`config.mk`:
```
export PLATFORM = sky130hd
export DESIGN_NAME = eewc_ctrl
export DESIGN_NICKNAME = d
export VERILOG_FILES = /design/src/pkg/eewc_pkg.sv /design/src/hw/eewc_strobe.sv /design/src/hw/eewc_ctrl.sv
export SDC_FILE = /design/constraint.sdc
export NUM_CORES = 1
export LEC_CHECK = 0
export BUFFER_PORTS_ARGS = -buffer_cell sky130_fd_sc_hd__clkbuf_2
export CAP_MARGIN = 20
export CORE_MARGIN = 2
export CORE_UTILIZATION = 32
export CTS_BUF_LIST = sky130_fd_sc_hd__clkbuf_8
export DETAILED_ROUTE_END_ITERATION = 7
export PLACE_DENSITY = 0.46
export SETUP_SLACK_MARGIN = 0.5
export SLEW_MARGIN = 20
export SYNTH_ARGS = -nofsm -noshare
export SYNTH_HDL_FRONTEND = slang
export SYNTH_SLANG_ARGS = --single-unit
```
`constraint.sdc`:
```
create_clock -name pclk -period 8.6 [get_ports pclk]
set_input_delay 0.43 -clock pclk [delete_from_list [all_inputs] [get_ports pclk]]
set_output_delay 0.43 -clock pclk [all_outputs]
set_load 0.005 [all_outputs]
```
`src/pkg/eewc_pkg.sv`:
```
package eewc_pkg;

  // clock rate of pclk
  localparam int unsigned CLK_HZ            = 25_000_000;
  localparam int unsigned CLK_NS            = 40;

  // strobe and page timing, figures in their own units
  localparam int unsigned WE_PULSE_NS       = 100;
  localparam int unsigned GLITCH_NS         = 20;
  localparam int unsigned BYTE_LOAD_MAX_US  = 30;
  localparam int unsigned BYTE_LOAD_WIN_US  = 100;
  localparam int unsigned WRITE_CYCLE_MS    = 10;
  localparam int unsigned RESET_HOLD_MS     = 10;

  // derived cycle counts: least times round up, the byte load limit is taken at half its length
  localparam int unsigned WE_PULSE_CYC      = (WE_PULSE_NS + CLK_NS - 1) / CLK_NS;
  localparam int unsigned GLITCH_CYC        = GLITCH_NS / CLK_NS + 1;
  localparam int unsigned BYTE_GAP_CYC      = BYTE_LOAD_MAX_US * (CLK_HZ / 1_000_000) / 2;
  localparam int unsigned LOAD_WIN_CYC      = BYTE_LOAD_WIN_US * (CLK_HZ / 1_000_000);
  localparam int unsigned WRITE_CYC         = WRITE_CYCLE_MS * (CLK_HZ / 1_000);
  localparam int unsigned RESET_HOLD_CYC    = RESET_HOLD_MS * (CLK_HZ / 1_000);

  // device geometry
  localparam int unsigned ADDR_W            = 15;
  localparam int unsigned PAGE_BYTES        = 64;
  localparam int unsigned PAGE_IDX_W        = 6;

  // software lock command words
  localparam logic [14:0] CMD_ADDR_A        = 15'h5555;
  localparam logic [14:0] CMD_ADDR_B        = 15'h2AAA;
  localparam logic [7:0]  CMD_DAT_AA        = 8'hAA;
  localparam logic [7:0]  CMD_DAT_55        = 8'h55;
  localparam logic [7:0]  CMD_DAT_LOCK      = 8'hA0;
  localparam logic [7:0]  CMD_DAT_80        = 8'h80;
  localparam logic [7:0]  CMD_DAT_UNLOCK    = 8'h20;

  // apb register offsets of the controller
  localparam logic [11:0] REG_CTRL          = 12'h000;
  localparam logic [11:0] REG_ADDR          = 12'h004;
  localparam logic [11:0] REG_DATA          = 12'h008;
  localparam logic [11:0] REG_STATUS        = 12'h00C;
  localparam logic [11:0] REG_RDATA         = 12'h010;

  // control fields
  localparam int unsigned CTRL_GO_BIT       = 0;
  localparam int unsigned CTRL_OP_LSB       = 1;
  localparam int unsigned CTRL_PROT_BIT     = 4;
  localparam int unsigned CTRL_LEN_LSB      = 8;

  // status fields
  localparam int unsigned ST_BUSY_BIT       = 0;
  localparam int unsigned ST_RDY_BIT        = 1;
  localparam int unsigned ST_TMO_BIT        = 2;
  localparam int unsigned ST_TOG_BIT        = 3;

  // reset values
  localparam logic [31:0] CTRL_RST          = 32'h0000_0000;

  // commands given by software
  typedef enum logic [2:0] {
    EEWC_OP_WRITE  = 3'h0,
    EEWC_OP_READ   = 3'h1,
    EEWC_OP_LOCK   = 3'h2,
    EEWC_OP_UNLOCK = 3'h3,
    EEWC_OP_LWRITE = 3'h4
  } eewc_op_t;

endpackage

```
`src/hw/eewc_strobe.sv`:
```
`timescale 1ns/1ps
`default_nettype none
// one byte cycle on the parallel bus: address out, strobe low, strobe high, data hold
module eewc_strobe (
  input  wire logic        pclk,
  input  wire logic        presetn,
  input  wire logic        start,
  input  wire logic        is_read,
  input  wire logic [14:0] addr,
  input  wire logic [7:0]  wdata,
  input  wire logic [7:0]  dq_in,
  output logic             done,
  output logic [7:0]       rdata_q,
  output logic [14:0]      a_q,
  output logic [7:0]       dq_out_q,
  output logic             dq_oe_q,
  output logic             ce_n_q,
  output logic             oe_n_q,
  output logic             we_n_q
);
  import eewc_pkg::*;

  typedef enum logic [1:0] {EEWC_S_IDLE, EEWC_S_SET, EEWC_S_LOW, EEWC_S_HOLD} eewc_sst_t;
  eewc_sst_t   st_q;                   // byte cycle state
  logic [3:0]  cnt_q;                  // strobe width counter

  // strobe wider than the glitch filter, so no pulse is rejected
  localparam logic [3:0] LOW_CYC = 4'(WE_PULSE_CYC > GLITCH_CYC ? WE_PULSE_CYC : GLITCH_CYC + 1);

  // sequencing of one byte cycle
  always_ff @(posedge pclk or negedge presetn) begin
    if (!presetn) begin
      st_q     <= EEWC_S_IDLE;
      cnt_q    <= 4'h0;
      ce_n_q   <= 1'b1;
      oe_n_q   <= 1'b1;
      we_n_q   <= 1'b1;
      dq_oe_q  <= 1'b0;
      a_q      <= 15'h0000;
      dq_out_q <= 8'h00;
      rdata_q  <= 8'h00;
    end else begin
      case (st_q)
        EEWC_S_IDLE: begin
          if (start) begin
            // address and data set before the strobe falls
            a_q      <= addr;
            dq_out_q <= wdata;
            dq_oe_q  <= !is_read;
            oe_n_q   <= !is_read;      // oe high during writes
            ce_n_q   <= 1'b0;
            st_q     <= EEWC_S_SET;
          end
        end
        EEWC_S_SET: begin
          // we falls after ce: address taken on this later edge
          we_n_q <= is_read;
          cnt_q  <= LOW_CYC;
          st_q   <= EEWC_S_LOW;
        end
        EEWC_S_LOW: begin
          if (cnt_q == 4'h1) begin
            if (is_read) begin
              rdata_q <= dq_in;
            end
            we_n_q <= 1'b1;            // data taken on this rising edge
            oe_n_q <= 1'b1;
            st_q   <= EEWC_S_HOLD;
          end else begin
            cnt_q <= cnt_q - 4'h1;
          end
        end
        default: begin
          // release ce one cycle after we, keeping data hold
          ce_n_q  <= 1'b1;
          dq_oe_q <= 1'b0;
          st_q    <= EEWC_S_IDLE;
        end
      endcase
    end
  end

  assign done = (st_q == EEWC_S_HOLD);

endmodule
`default_nettype wire

```
`src/hw/eewc_ctrl.sv`:
```
// The register addresses and the APB interface to the registers were chosen for this implementation.
`timescale 1ns/1ps
`default_nettype none
// Notes on behaviour
// - next byte starts within 30 us
// - keep protect/reset high through every operation
// - hold protect/reset high 10 ms after data
// - lock: AA, 55, A0, then data write
// - when locked, every write needs the codes
// - unlock with the six-write sequence
module eewc_ctrl (
  input  wire logic                         pclk,
  input  wire logic                         presetn,
  // apb slave
  input  wire logic                         psel,
  input  wire logic                         penable,
  input  wire logic                         pwrite,
  input  wire logic [11:0]                  paddr,
  input  wire logic [31:0]                  pwdata,
  output logic      [31:0]                  prdata,
  output logic                              pready,
  output logic                              pslverr,
  // device pins
  output logic      [eewc_pkg::ADDR_W-1:0]  mem_addr,
  input  wire logic [7:0]                   mem_dq_in,
  output logic      [7:0]                   mem_dq_out,
  output logic                              mem_dq_oe,
  output logic                              mem_ce_n,
  output logic                              mem_oe_n,
  output logic                              mem_we_n,
  output logic                              protect_reset_n,
  input  wire logic                         ready_busy_n
);
  import eewc_pkg::*;

  typedef enum logic [2:0] {
    EEWC_IDLE, EEWC_CODE, EEWC_LOAD, EEWC_GAP, EEWC_POLL, EEWC_HOLD
  } eewc_st_t;

  eewc_st_t    st_q;                   // main sequencer state
  logic [31:0] ctrl_q;                 // control register
  logic [14:0] addr_q;                 // start address of page
  logic [7:0]  page_q [PAGE_BYTES];    // page buffer, software fills by index
  logic [5:0]  widx_q;                 // software fill pointer
  logic [6:0]  bidx_q;                 // bytes sent in this load
  logic [2:0]  cidx_q;                 // command word index
  logic [23:0] tmr_q;                  // gap, poll and hold timer
  logic        tmo_q;                  // sticky timeout flag
  logic        tog_q;                  // toggle seen during this operation
  logic [7:0]  last_q;                 // last byte loaded
  logic [7:0]  prev_q;                 // previous poll read
  logic        pfirst_q;               // first poll read pending
  logic        go_q;                   // start pulse from a ctrl write
  logic        bstart;                 // byte cycle request
  logic        bread;                  // byte cycle is a read
  logic [14:0] baddr;                  // byte cycle address
  logic [7:0]  bdata;                  // byte cycle data
  logic        bdone;                  // byte cycle finished
  logic [7:0]  brd;                    // byte cycle read data
  logic        bidle_q;                // byte engine free
  logic [2:0]  ncode;                  // command words for this op
  logic [6:0]  plen;                   // page length, 1 to 64

  eewc_op_t op;
  assign op   = eewc_op_t'(ctrl_q[CTRL_OP_LSB +: 3]);
  // zero length reads as a full page; longer asks are clipped to 64
  assign plen = (ctrl_q[CTRL_LEN_LSB +: 7] == 7'h00 || ctrl_q[CTRL_LEN_LSB +: 7] > 7'd64) ?
                7'd64 : ctrl_q[CTRL_LEN_LSB +: 7];

  // command word count: lock prefix is three, unlock is six
  always_comb begin
    ncode = 3'd0;
    if (op == EEWC_OP_LOCK || op == EEWC_OP_LWRITE) begin
      ncode = 3'd3;
    end else if (op == EEWC_OP_UNLOCK) begin
      ncode = 3'd6;
    end
  end

  // command table, address and data for word i
  function automatic logic [22:0] eewc_code(input logic [2:0] i, input logic unl);
    logic [22:0] r;
    r = {CMD_ADDR_A, CMD_DAT_AA};
    case (i)
      3'd1: r = {CMD_ADDR_B, CMD_DAT_55};
      3'd2: r = {CMD_ADDR_A, unl ? CMD_DAT_80 : CMD_DAT_LOCK};
      3'd3: r = {CMD_ADDR_A, CMD_DAT_AA};
      3'd4: r = {CMD_ADDR_B, CMD_DAT_55};
      3'd5: r = {CMD_ADDR_A, CMD_DAT_UNLOCK};
      default: r = {CMD_ADDR_A, CMD_DAT_AA};
    endcase
    return r;
  endfunction

  // apb: zero wait, every access answered in its access cycle
  assign pready  = 1'b1;
  assign pslverr = 1'b0;

  always_comb begin
    prdata = 32'h0000_0000;
    if (paddr == REG_CTRL) begin
      prdata = ctrl_q;
    end else if (paddr == REG_ADDR) begin
      prdata = {17'h00000, addr_q};
    end else if (paddr == REG_STATUS) begin
      prdata = {28'h0000000, tog_q, tmo_q, ready_busy_n, st_q != EEWC_IDLE};
    end else if (paddr == REG_RDATA) begin
      prdata = {24'h000000, brd};
    end
  end

  // software register writes; go is a one-cycle pulse, ignored while busy
  always_ff @(posedge pclk or negedge presetn) begin
    if (!presetn) begin
      ctrl_q <= CTRL_RST;
      addr_q <= 15'h0000;
      widx_q <= 6'h00;
      go_q   <= 1'b0;
    end else begin
      go_q <= 1'b0;
      if (psel && penable && pwrite) begin
        if (paddr == REG_CTRL) begin
          ctrl_q <= pwdata & 32'h0000_7F1E;
          go_q   <= pwdata[CTRL_GO_BIT] && (st_q == EEWC_IDLE);
        end else if (paddr == REG_ADDR) begin
          addr_q <= pwdata[14:0];
          widx_q <= 6'h00;             // address write rewinds the fill pointer
        end else if (paddr == REG_DATA) begin
          widx_q <= widx_q + 6'h01;
        end
      end
    end
  end

  // page buffer storage, addressed by the fill pointer
  always_ff @(posedge pclk) begin
    if (psel && penable && pwrite && paddr == REG_DATA) begin
      page_q[widx_q] <= pwdata[7:0];
    end
  end

  // protect/reset follows the control bit; a 10 ms hold stands after loads
  assign protect_reset_n = ctrl_q[CTRL_PROT_BIT] || (st_q != EEWC_IDLE);

  // byte cycle mux: command words, page bytes or poll reads
  always_comb begin
    bread = (st_q == EEWC_POLL) || (st_q == EEWC_LOAD && op == EEWC_OP_READ);
    baddr = {addr_q[14:6], addr_q[5:0] + bidx_q[5:0]}; // page row fixed for the load
    bdata = page_q[bidx_q[5:0]];
    if (st_q == EEWC_POLL) begin
      // poll the last loaded byte: any other cell shows its own old bit seven
      baddr[5:0] = addr_q[5:0] + bidx_q[5:0] - 6'h01;
    end
    if (st_q == EEWC_CODE) begin
      {baddr, bdata} = eewc_code(cidx_q, op == EEWC_OP_UNLOCK);
    end
    bstart = bidle_q && (st_q == EEWC_CODE || st_q == EEWC_LOAD || st_q == EEWC_POLL)
             && (st_q != EEWC_POLL || tmr_q[3:0] == 4'h0);
  end

  eewc_strobe u_strobe (
    .pclk     (pclk),
    .presetn  (presetn),
    .start    (bstart),
    .is_read  (bread),
    .addr     (baddr),
    .wdata    (bdata),
    .dq_in    (mem_dq_in),
    .done     (bdone),
    .rdata_q  (brd),
    .a_q      (mem_addr),
    .dq_out_q (mem_dq_out),
    .dq_oe_q  (mem_dq_oe),
    .ce_n_q   (mem_ce_n),
    .oe_n_q   (mem_oe_n),
    .we_n_q   (mem_we_n)
  );

  // byte engine is busy from start until done
  always_ff @(posedge pclk or negedge presetn) begin
    if (!presetn) begin
      bidle_q <= 1'b1;
    end else if (bstart) begin
      bidle_q <= 1'b0;
    end else if (bdone) begin
      bidle_q <= 1'b1;
    end
  end

  // main sequencer
  always_ff @(posedge pclk or negedge presetn) begin
    if (!presetn) begin
      st_q     <= EEWC_IDLE;
      cidx_q   <= 3'd0;
      bidx_q   <= 7'd0;
      tmr_q    <= 24'd0;
      tmo_q    <= 1'b0;
      tog_q    <= 1'b0;
      last_q   <= 8'h00;
      prev_q   <= 8'h00;
      pfirst_q <= 1'b0;
    end else begin
      case (st_q)
        EEWC_IDLE: begin
          if (go_q) begin
            cidx_q <= 3'd0;
            bidx_q <= 7'd0;
            tmo_q  <= 1'b0;
            tog_q  <= 1'b0;
            tmr_q  <= 24'd0;           // stale count would flag a late first byte
            st_q   <= (ncode != 3'd0) ? EEWC_CODE : EEWC_LOAD;
          end
        end
        EEWC_CODE: begin
          if (bdone) begin
            cidx_q <= cidx_q + 3'd1;
            if (cidx_q + 3'd1 == ncode) begin
              // unlock words are never followed by data
              st_q <= (op == EEWC_OP_UNLOCK) ? EEWC_GAP : EEWC_LOAD;
            end
          end
        end
        EEWC_LOAD: begin
          tmr_q <= tmr_q + 24'd1;
          if (bdone) begin
            tmr_q  <= 24'd0;
            bidx_q <= bidx_q + 7'd1;
            last_q <= bdata;
            if (op == EEWC_OP_READ) begin
              st_q <= EEWC_IDLE;
            end else if (bidx_q + 7'd1 == plen) begin
              st_q <= EEWC_GAP;
            end
          end else if (tmr_q >= 24'(BYTE_GAP_CYC)) begin
            tmo_q <= 1'b1;             // next byte late, device may have started
          end
        end
        EEWC_GAP: begin
          // strobes stay high for the load window so the device starts writing
          tmr_q <= tmr_q + 24'd1;
          if (tmr_q >= 24'(LOAD_WIN_CYC)) begin
            tmr_q    <= 24'd0;
            pfirst_q <= 1'b1;
            st_q     <= EEWC_POLL;
          end
        end
        EEWC_POLL: begin
          tmr_q <= tmr_q + 24'd1;
          if (bdone) begin
            pfirst_q <= 1'b0;
            prev_q   <= brd;
            if (!pfirst_q && brd[6] != prev_q[6]) begin
              tog_q <= 1'b1;
            end
            // done when bit seven shows the true value and bit six stops;
            // unlock loads no byte, so only the toggle bit or the write cycle timeout can end it
            if (!pfirst_q && brd[6] == prev_q[6] && (brd[7] == last_q[7] || op == EEWC_OP_UNLOCK)) begin
              tmr_q <= 24'd0;
              st_q  <= EEWC_HOLD;
            end
          end
          if (tmr_q >= 24'(WRITE_CYC)) begin
            tmo_q <= 1'b1;
            tmr_q <= 24'd0;
            st_q  <= EEWC_HOLD;
          end
        end
        default: begin
          // no strobes while device writes; protect/reset held high
          tmr_q <= tmr_q + 24'd1;
          // with the protect bit set the pin stays high after idle anyway, so the
          // 10 ms count only matters once software has let the bit go
          if (ready_busy_n && (ctrl_q[CTRL_PROT_BIT] || tmr_q >= 24'(RESET_HOLD_CYC))) begin
            st_q <= EEWC_IDLE;
          end
        end
      endcase
    end
  end

  ready_a: assert property (@(posedge pclk) disable iff (!presetn)
    (st_q == EEWC_IDLE && $past(st_q) == EEWC_HOLD) |-> $past(ready_busy_n)) else $error("idle before ready");
  prot_a: assert property (@(posedge pclk) disable iff (!presetn)
    !mem_ce_n |-> protect_reset_n) else $error("protect low while selected");
  inhibit_a: assert property (@(posedge pclk) disable iff (!presetn)
    !mem_we_n |-> (!mem_ce_n && mem_oe_n)) else $error("write strobe with inhibit");
  strobe_a: assert property (@(posedge pclk) disable iff (!presetn)
    $fell(mem_we_n) |-> !mem_we_n [*3]) else $error("write strobe too short");
  addr_a: assert property (@(posedge pclk) disable iff (!presetn)
    !mem_we_n |-> $stable(mem_addr) && $stable(mem_dq_out)) else $error("bus moved under strobe");
  quiet_a: assert property (@(posedge pclk) disable iff (!presetn)
    (st_q == EEWC_GAP || st_q == EEWC_HOLD) |-> mem_we_n) else $error("strobe during write");
  len_a: assert property (@(posedge pclk) disable iff (!presetn)
    bidx_q <= 7'd64) else $error("page overrun");
  unl_a: assert property (@(posedge pclk) disable iff (!presetn)
    (st_q == EEWC_CODE && op == EEWC_OP_UNLOCK) |=> st_q != EEWC_LOAD)
    else $error("data after unlock");
  c_write: cover property (@(posedge pclk) st_q == EEWC_GAP ##1 st_q == EEWC_POLL);
  c_unlock: cover property (@(posedge pclk) st_q == EEWC_CODE && op == EEWC_OP_UNLOCK);
  c_tog: cover property (@(posedge pclk) tog_q);
endmodule
`default_nettype wire

```
; Word-level counts from Yosys, hierarchy flattened
; Memories as Yosys holds them, arrays and structs flattened.
; Index checks and enable logic that the tools add are counted.
[totals]
regBits = 130
mem_bits_rw = 512
n_memories = 1
[memory_table]
columns = memory, words, word_bits, rd, rd_clocked_by_memory_dff, write_ports, line_no
row1 = page_q, 64, 8, 1, 0, 1, eewc_ctrl.sv:43  ; logic [7:0] page_q [PAGE_BYTES];
[classes]
n_addsub = 7
n_lt_le_gt_ge = 4
n_eq_ne = 42
mux = 70
n_bitwise = 3
n_reduce_logical = 60
[op_table]
columns = cell, n
row1 = 24-bit two-way mux, 6
row2 = 24-bit one-hot mux with 5 select lines, 1
row3 = 23-bit one-hot mux with 3 select lines, 1
row4 = 3-bit two-way mux, 15
row5 = 32-bit two-way mux, 1
row6 = 15-bit two-way mux, 2
row7 = 24-bit by 1-bit adder with 24-bit output (second input constant), 1
row8 = 12-bit by 4-bit == test with 1-bit output (second input constant), 2
row9 = 24-bit by 12-bit greater-or-equal comparator with 1-bit output (second input constant), 1
row10 = 24-bit by 18-bit greater-or-equal comparator with 1-bit output (second input constant), 1
row11 = 24-bit by 9-bit greater-or-equal comparator with 1-bit output (second input constant), 1
row12 = 6-bit two-way mux, 4
row13 = 8-bit two-way mux, 3
row14 = 7-bit two-way mux, 3
row15 = 3-bit AND reduction, 7
row16 = 1-bit two-way mux, 18
row17 = 2-bit AND reduction, 9
row18 = 2-bit != test (second input constant), 8
row19 = 2-bit nonzero test, 8
row20 = 3-bit by 2-bit == test with 1-bit output (second input constant), 5
row21 = 3-bit one-hot mux with 5 select lines, 1
row22 = 7-bit one-hot mux with 2 select lines, 1
row23 = 12-bit by 3-bit == test with 1-bit output (second input constant), 1
row24 = 12-bit by 5-bit == test with 1-bit output (second input constant), 1
row25 = 42 further kinds, 85

; Depth between registers and ports, before layout
[logic_depth]
word_depth = 8
ltp_mapped = 12
depth_no_buf = 10

; Hierarchy
; From an unflattened synthesis, not the netlist that was laid out.
[unflattened]
hier_cells = 1586
area_unflattened_um2 = 27158.5
[modules_own_cells]
columns = mod, n_inst, cells_each, area_each_um2
row1 = eewc_ctrl, 1, 1455, 25359.3
row2 = eewc_strobe, 1, 131, 1799.2

; Worst setup path before layout
; Ideal clock, no wire load.
[synth_timing]
path_type = register to register
start = register bidx_q[1]
end = register u_strobe.a_q[5]
t_arrival_ns = 2.697
path_slack_ns = 5.777
stages_incl_launch_ff = 13
synth_period_minus_slack_ns = 2.823
cell_sequence = dfrtp_1 buf_2 inv_1 clkbuf_1 clkbuf_1 fa_1 nor2b_1 o21ai_0 a21o_1 a211oi_1 xnor2_1 and3_1 a2111oi_0
[synth_via]
elab_chain_cells = 4
[synth_lines]
columns = item, line_no
row1 = start: declaration, eewc_ctrl.sv:45  ; logic [6:0] bidx_q;
row2 = start signal: assignment, eewc_ctrl.sv:227  ; bidx_q <= bidx_q + 7'd1;
row3 = 6-bit adder (*), "eewc_ctrl.sv:148, eewc_ctrl.sv:152"
row4 = 6-bit by 1-bit subtractor with 6-bit output, eewc_ctrl.sv:152  ; baddr[5:0] = addr_q[5:0] + bidx_q[5:0] - 6'h01;
row5 = 6-bit two-way mux (*), eewc_ctrl.sv:150  ; if (st_q == EEWC_POLL) begin
row6 = 15-bit two-way mux (*), eewc_ctrl.sv:154  ; if (st_q == EEWC_CODE) begin
row7 = end signal: assignment, eewc_strobe.sv:47  ; a_q <= addr;
row8 = end: declaration, eewc_strobe.sv:14  ; output logic [14:0] a_q,
; Every way passes the cells marked *; elsewhere a longest branch is shown, timed or not.
; A chain may end at the register's enable or synchronous reset.

; Final worst setup path
[layout_timing]
start = register bidx_q[0]
end = register u_strobe.dq_out_q[3]
[layout_via]
elab_chain_cells = 2
[layout_lines]
columns = item, line_no
row1 = memory read 64 x 8 bit, -
row2 = 8-bit two-way mux, eewc_ctrl.sv:154
row3 = end signal: assignment, eewc_strobe.sv:48  ; dq_out_q <= wdata;
row4 = end: declaration, eewc_strobe.sv:15  ; output logic [7:0] dq_out_q,
; Every way passes these cells.

==> summary.md <==
| Metric | Value |
|---|---|
| TritonCTS clock tree | `built` |
| Number of nets still failing antenna checks after routing | `0` |
| Global Route Usage Sum | `0.1618` |
| Syn-to-layout area delta | `13.58%` |
| Worst slack at placement | `4606 ps` |
| Measured slew at the worst slew-check pin | `between 1000 and 1500 ps` |
| Total internal power | `4625 uW` |
| Most instantiated library cell after synthesis | `edfxtp_1` |
| RSZ-0062 raised after global routing | `false` |
| Cell with the largest stage delay on the worst path | `buf_4` |
| Post-cts repair resize count | `0` |
| Initial antenna violation count | `2` |
| Clock transition at the registers of the reported paths | `60 ps` |
| Level count of the clock H-tree | `3` |
| Most instantiated cells after synthesis | `512 x edfxtp_1, 152 x nor2_1, 132 x nand2_1, 113 x dfrtp_1, 109 x mux4_2` |
| Post-layout net count | `~2.0k` |
| Proportion of synthesized chip area in sequential cells | `0.6821` |
| Post-synth EDFFs | `512` |
| Post-detailed-route wirelength per cell | `22.81 um` |
| Maximum fanout along the worst path | `87` |
| Proportion of layout cells with a drive suffix above 1 | `0.2154` |
| Remaining routing DRC violations | `0` |
| Endpoint type of the worst setup path | `flip-flop` |
| Routed Wire Length | `69.47 mm` |
| Sequential share of power | `0.557` |
| Synth top area cells | `edfxtp_1 57%, dfrtp_1 11%, mux4_2 9.1%, mux2i_1 2.3%, nor2_1 2.1%` |
| Flops & latches, synth | `roughly 630` |
| Area of the core region | `83290 um2` |
| Detailed Routing Iterations Pass 1 | `7` |
| Buffers added on ports | `83` |
| Maximum number of pins on one net before global-route repair | `88` |
| First-pass GRT wire length | `between 100 and 150 mm` |
| Horiz. Die Dim | `between 200 and 300 um` |
| Number of placement rows | `106` |
| Detailed router's first-iteration violation count | `1109` |
| Main synth FF type | `edfxtp_1` |
| Worst Path Class, Setup | `reg -> reg` |
| Via count of the first global-routing pass | `around 16k` |
| Worst Slack Setup Final | `between 4000 and 5000 ps` |
| Standby leakage power | `0.01039 uW` |
| Avg Synthesized Cell Area | `15.46 um2` |
| Netlist area before placement | `26840 um2` |
| Final RePlAce weighted congestion | `0.8133` |
| Clk root buf | `clkbuf_8` |
| Number of distinct library cells after synthesis | `71` |
| Worst-case clock skew | `27.93 ps` |
| Maximum clock insertion buffer count | `3` |
| Detailed placement HPWL | `42.46 mm` |
| Critical Path RT | `9170 ps` |
| Hold violation total from the final report | `0` |
| Sequence of cells on the critical path | `buf_12 > buf_4 > mux4_2 > mux4_2 > o21ai_0 > a211oi_1 > nor4_1 > nor3_1` |
| Clk network pwr share | `0.429` |
| Gate power share | `0.013` |
| Switching component of the power | `1292 uW` |
| FMAX | `256.1 MHz` |
| Num Clock Sinks | `roughly 630` |
| Result of the run | `completed` |
| Clock latency on the worst-skew pair | `slightly above 700 ps` |
| Die Area | `about 86000 um2` |
| Relative slew margins | `0.2967` |
| Most used cell, CP | `mux4_2` |
| Starting Density | `0.3223` |
| P per Cell Area | `194.1 nW/um2` |
| Minimum period implied by the final worst setup slack | `around 3900 ps` |
| Share of synthesized flip-flops with an asynchronous set or reset | `0.1860` |
| Synth area leader | `edfxtp_1` |
| Type of the most critical hold path | `in -> async` |
| DR vias/cell | `5.075` |
| Switch share | `0.2183` |
| Number of top-level design ports | `120` |
| Critical Path Max Stage Delay | `680 ps` |
| Kind of launch point of the worst setup path | `flip-flop` |
| Top-area cell type share of the netlist area | `0.5728` |
| Endpoints failing setup | `0` |
| Share of the core filled with cells | `0.3660` |
| Data arrival at the endpoint of the critical path | `4480 ps` |
| Number of buffers inserted during clock tree synthesis | `106` |
| Worst vdd rail ir drop | `109.8 uV` |
| DIE HEIGHT | `293.6 um` |
| Post-Syn Instances | `1736` |
| Crit share post-route | `0.4541` |
| Total via count after detailed routing | `15.46k` |
| Setup TNS Final | `0 ps` |
| Pins Over Slew Limit | `0` |
| Synthesis warning total | `0` |
| Remaining global-route overflow | `0` |
| Max-cap violations | `0` |
==> final timing paths <==
check | startpoint | endpoint | slack, ps | depth (start not counted)
min reg2reg | bidle_q | bidle_q | 480 | 2
min | presetn | tmr_q[21] | 260 | 2
max in group asynchronous | presetn | bidx_q[0] | 6930 | 3
max | bidx_q[0] | u_strobe.dq_out_q[3] | 4690 | 8
max reg2reg | bidx_q[0] | u_strobe.dq_out_q[3] | 4690 | 8
min in group pclk | ready_busy_n | st_q[1] | 340 | 6
==> stage by stage <==
stage	total power [uW]	area [um2]	hold slack (ps)	instances
after floorplan	3371	26900	134.4	1753
after global placement	3431	28310	448.8	2833
after detailed placement	3434	28320	453.8	2834
after CTS	5999	30480	241.1	3044
after global routing	6137	30480	275.0	3045
final	5916	30490	257.2	3046
==> placed cells by master (no fill, tap or decap), drive strengths merged, types with 11 or more instances in the layout <==
| cell | count |
|---|---|
| buf | 31 |
| a21oi | 68 |
| edfxtp | 512 |
| nor2 | 152 |
| conb | 19 |
| clkinv | 24 |
| inv | 77 |
| mux4 | 109 |
| dfrtp | 113 |
| o31ai | 19 |
| mux2i | 61 |
| dlygate4sd3 | 16 |
| a22oi | 19 |
| nand2 | 132 |
| and2 | 11 |
| nand3 | 37 |
| and3 | 16 |
| mux2 | 47 |
| nor2b | 19 |
| clkbuf | 196 |
| a22o | 15 |
| xnor2 | 14 |
| ha | 21 |
| a31oi | 12 |
| o21ai | 82 |
| xor2 | 14 |
==> routing by layer <==
| metal | routed length [um] | up-vias | GRT usage |
|---|---|---|---|
| met4 | 1668 | 2 | 0.04778 |
| met5 | 13 | - | 0 |
| met2 | 32830 | 374 | 0.2596 |
| li1 | - | 6986 | - |
| met1 | 31800 | 7985 | 0.2230 |
| met3 | 3161 | 112 | 0.03172 |
==> state kept, by name (all words and copies together), names as in the netlist, 2 cells and up <==
name               cells
addr_q                15
bidx_q                 7
cidx_q                 3
ctrl_q                11
page_q               512
st_q                   3
tmr_q                 24
u_strobe.a_q          15
u_strobe.cnt_q         4
u_strobe.dq_out_q      8
u_strobe.rdata_q       8
u_strobe.st_q          2
widx_q                 6
==> critical path, delay by kind of cell (launching register included) <==
family,cells,cell delay (ps)
multiplexers,2,1060
buffers and inverters,2,1200
AO/OA/AOI/OAI,2,540
flip-flops,1,410
AND/OR/NAND/NOR,2,450
==> logic make-up after synthesis <==
logic type      synth area share
other cells            0.0002798
fa+ha+maj                0.01054
flops                     0.6821
compound gates           0.06251
xor+xnor                0.009137
mux                       0.1339
simple gates             0.07538
buf+inv                  0.02615
==> area by class of cell <==
cell class	instances	area (um2)
Inverter	25	93.84
Antenna cell	2	5.005
Multi-Input combinational cell	987	7901
Timing Repair Buffer	129	819.5
Clock buffer	114	1569
Sequential cell	629	18320
Clock inverter	80	426.7
Tap cell	1080	1351
Fill cell	7993	52800
==> power groups by stage <==
stage,registers [uW],clock network [uW],logic (uW)
final,3300,2540,79.2
after detailed placement,3360,0,75.3
after global placement,3360,0,72.2
after floorplan,3360,0,11.5
after CTS,3300,2620,81.5
after global routing,3300,2750,88.9
==> timing repair <==
| action | in CTS | in global routing |
|---|---|---|
| hold endpoints to repair | 71 | 0 |
| hold buffers | 16 | 0 |
| setup buffers | 0 | 0 |
Note: power is estimated with default switching activity, not from simulation.
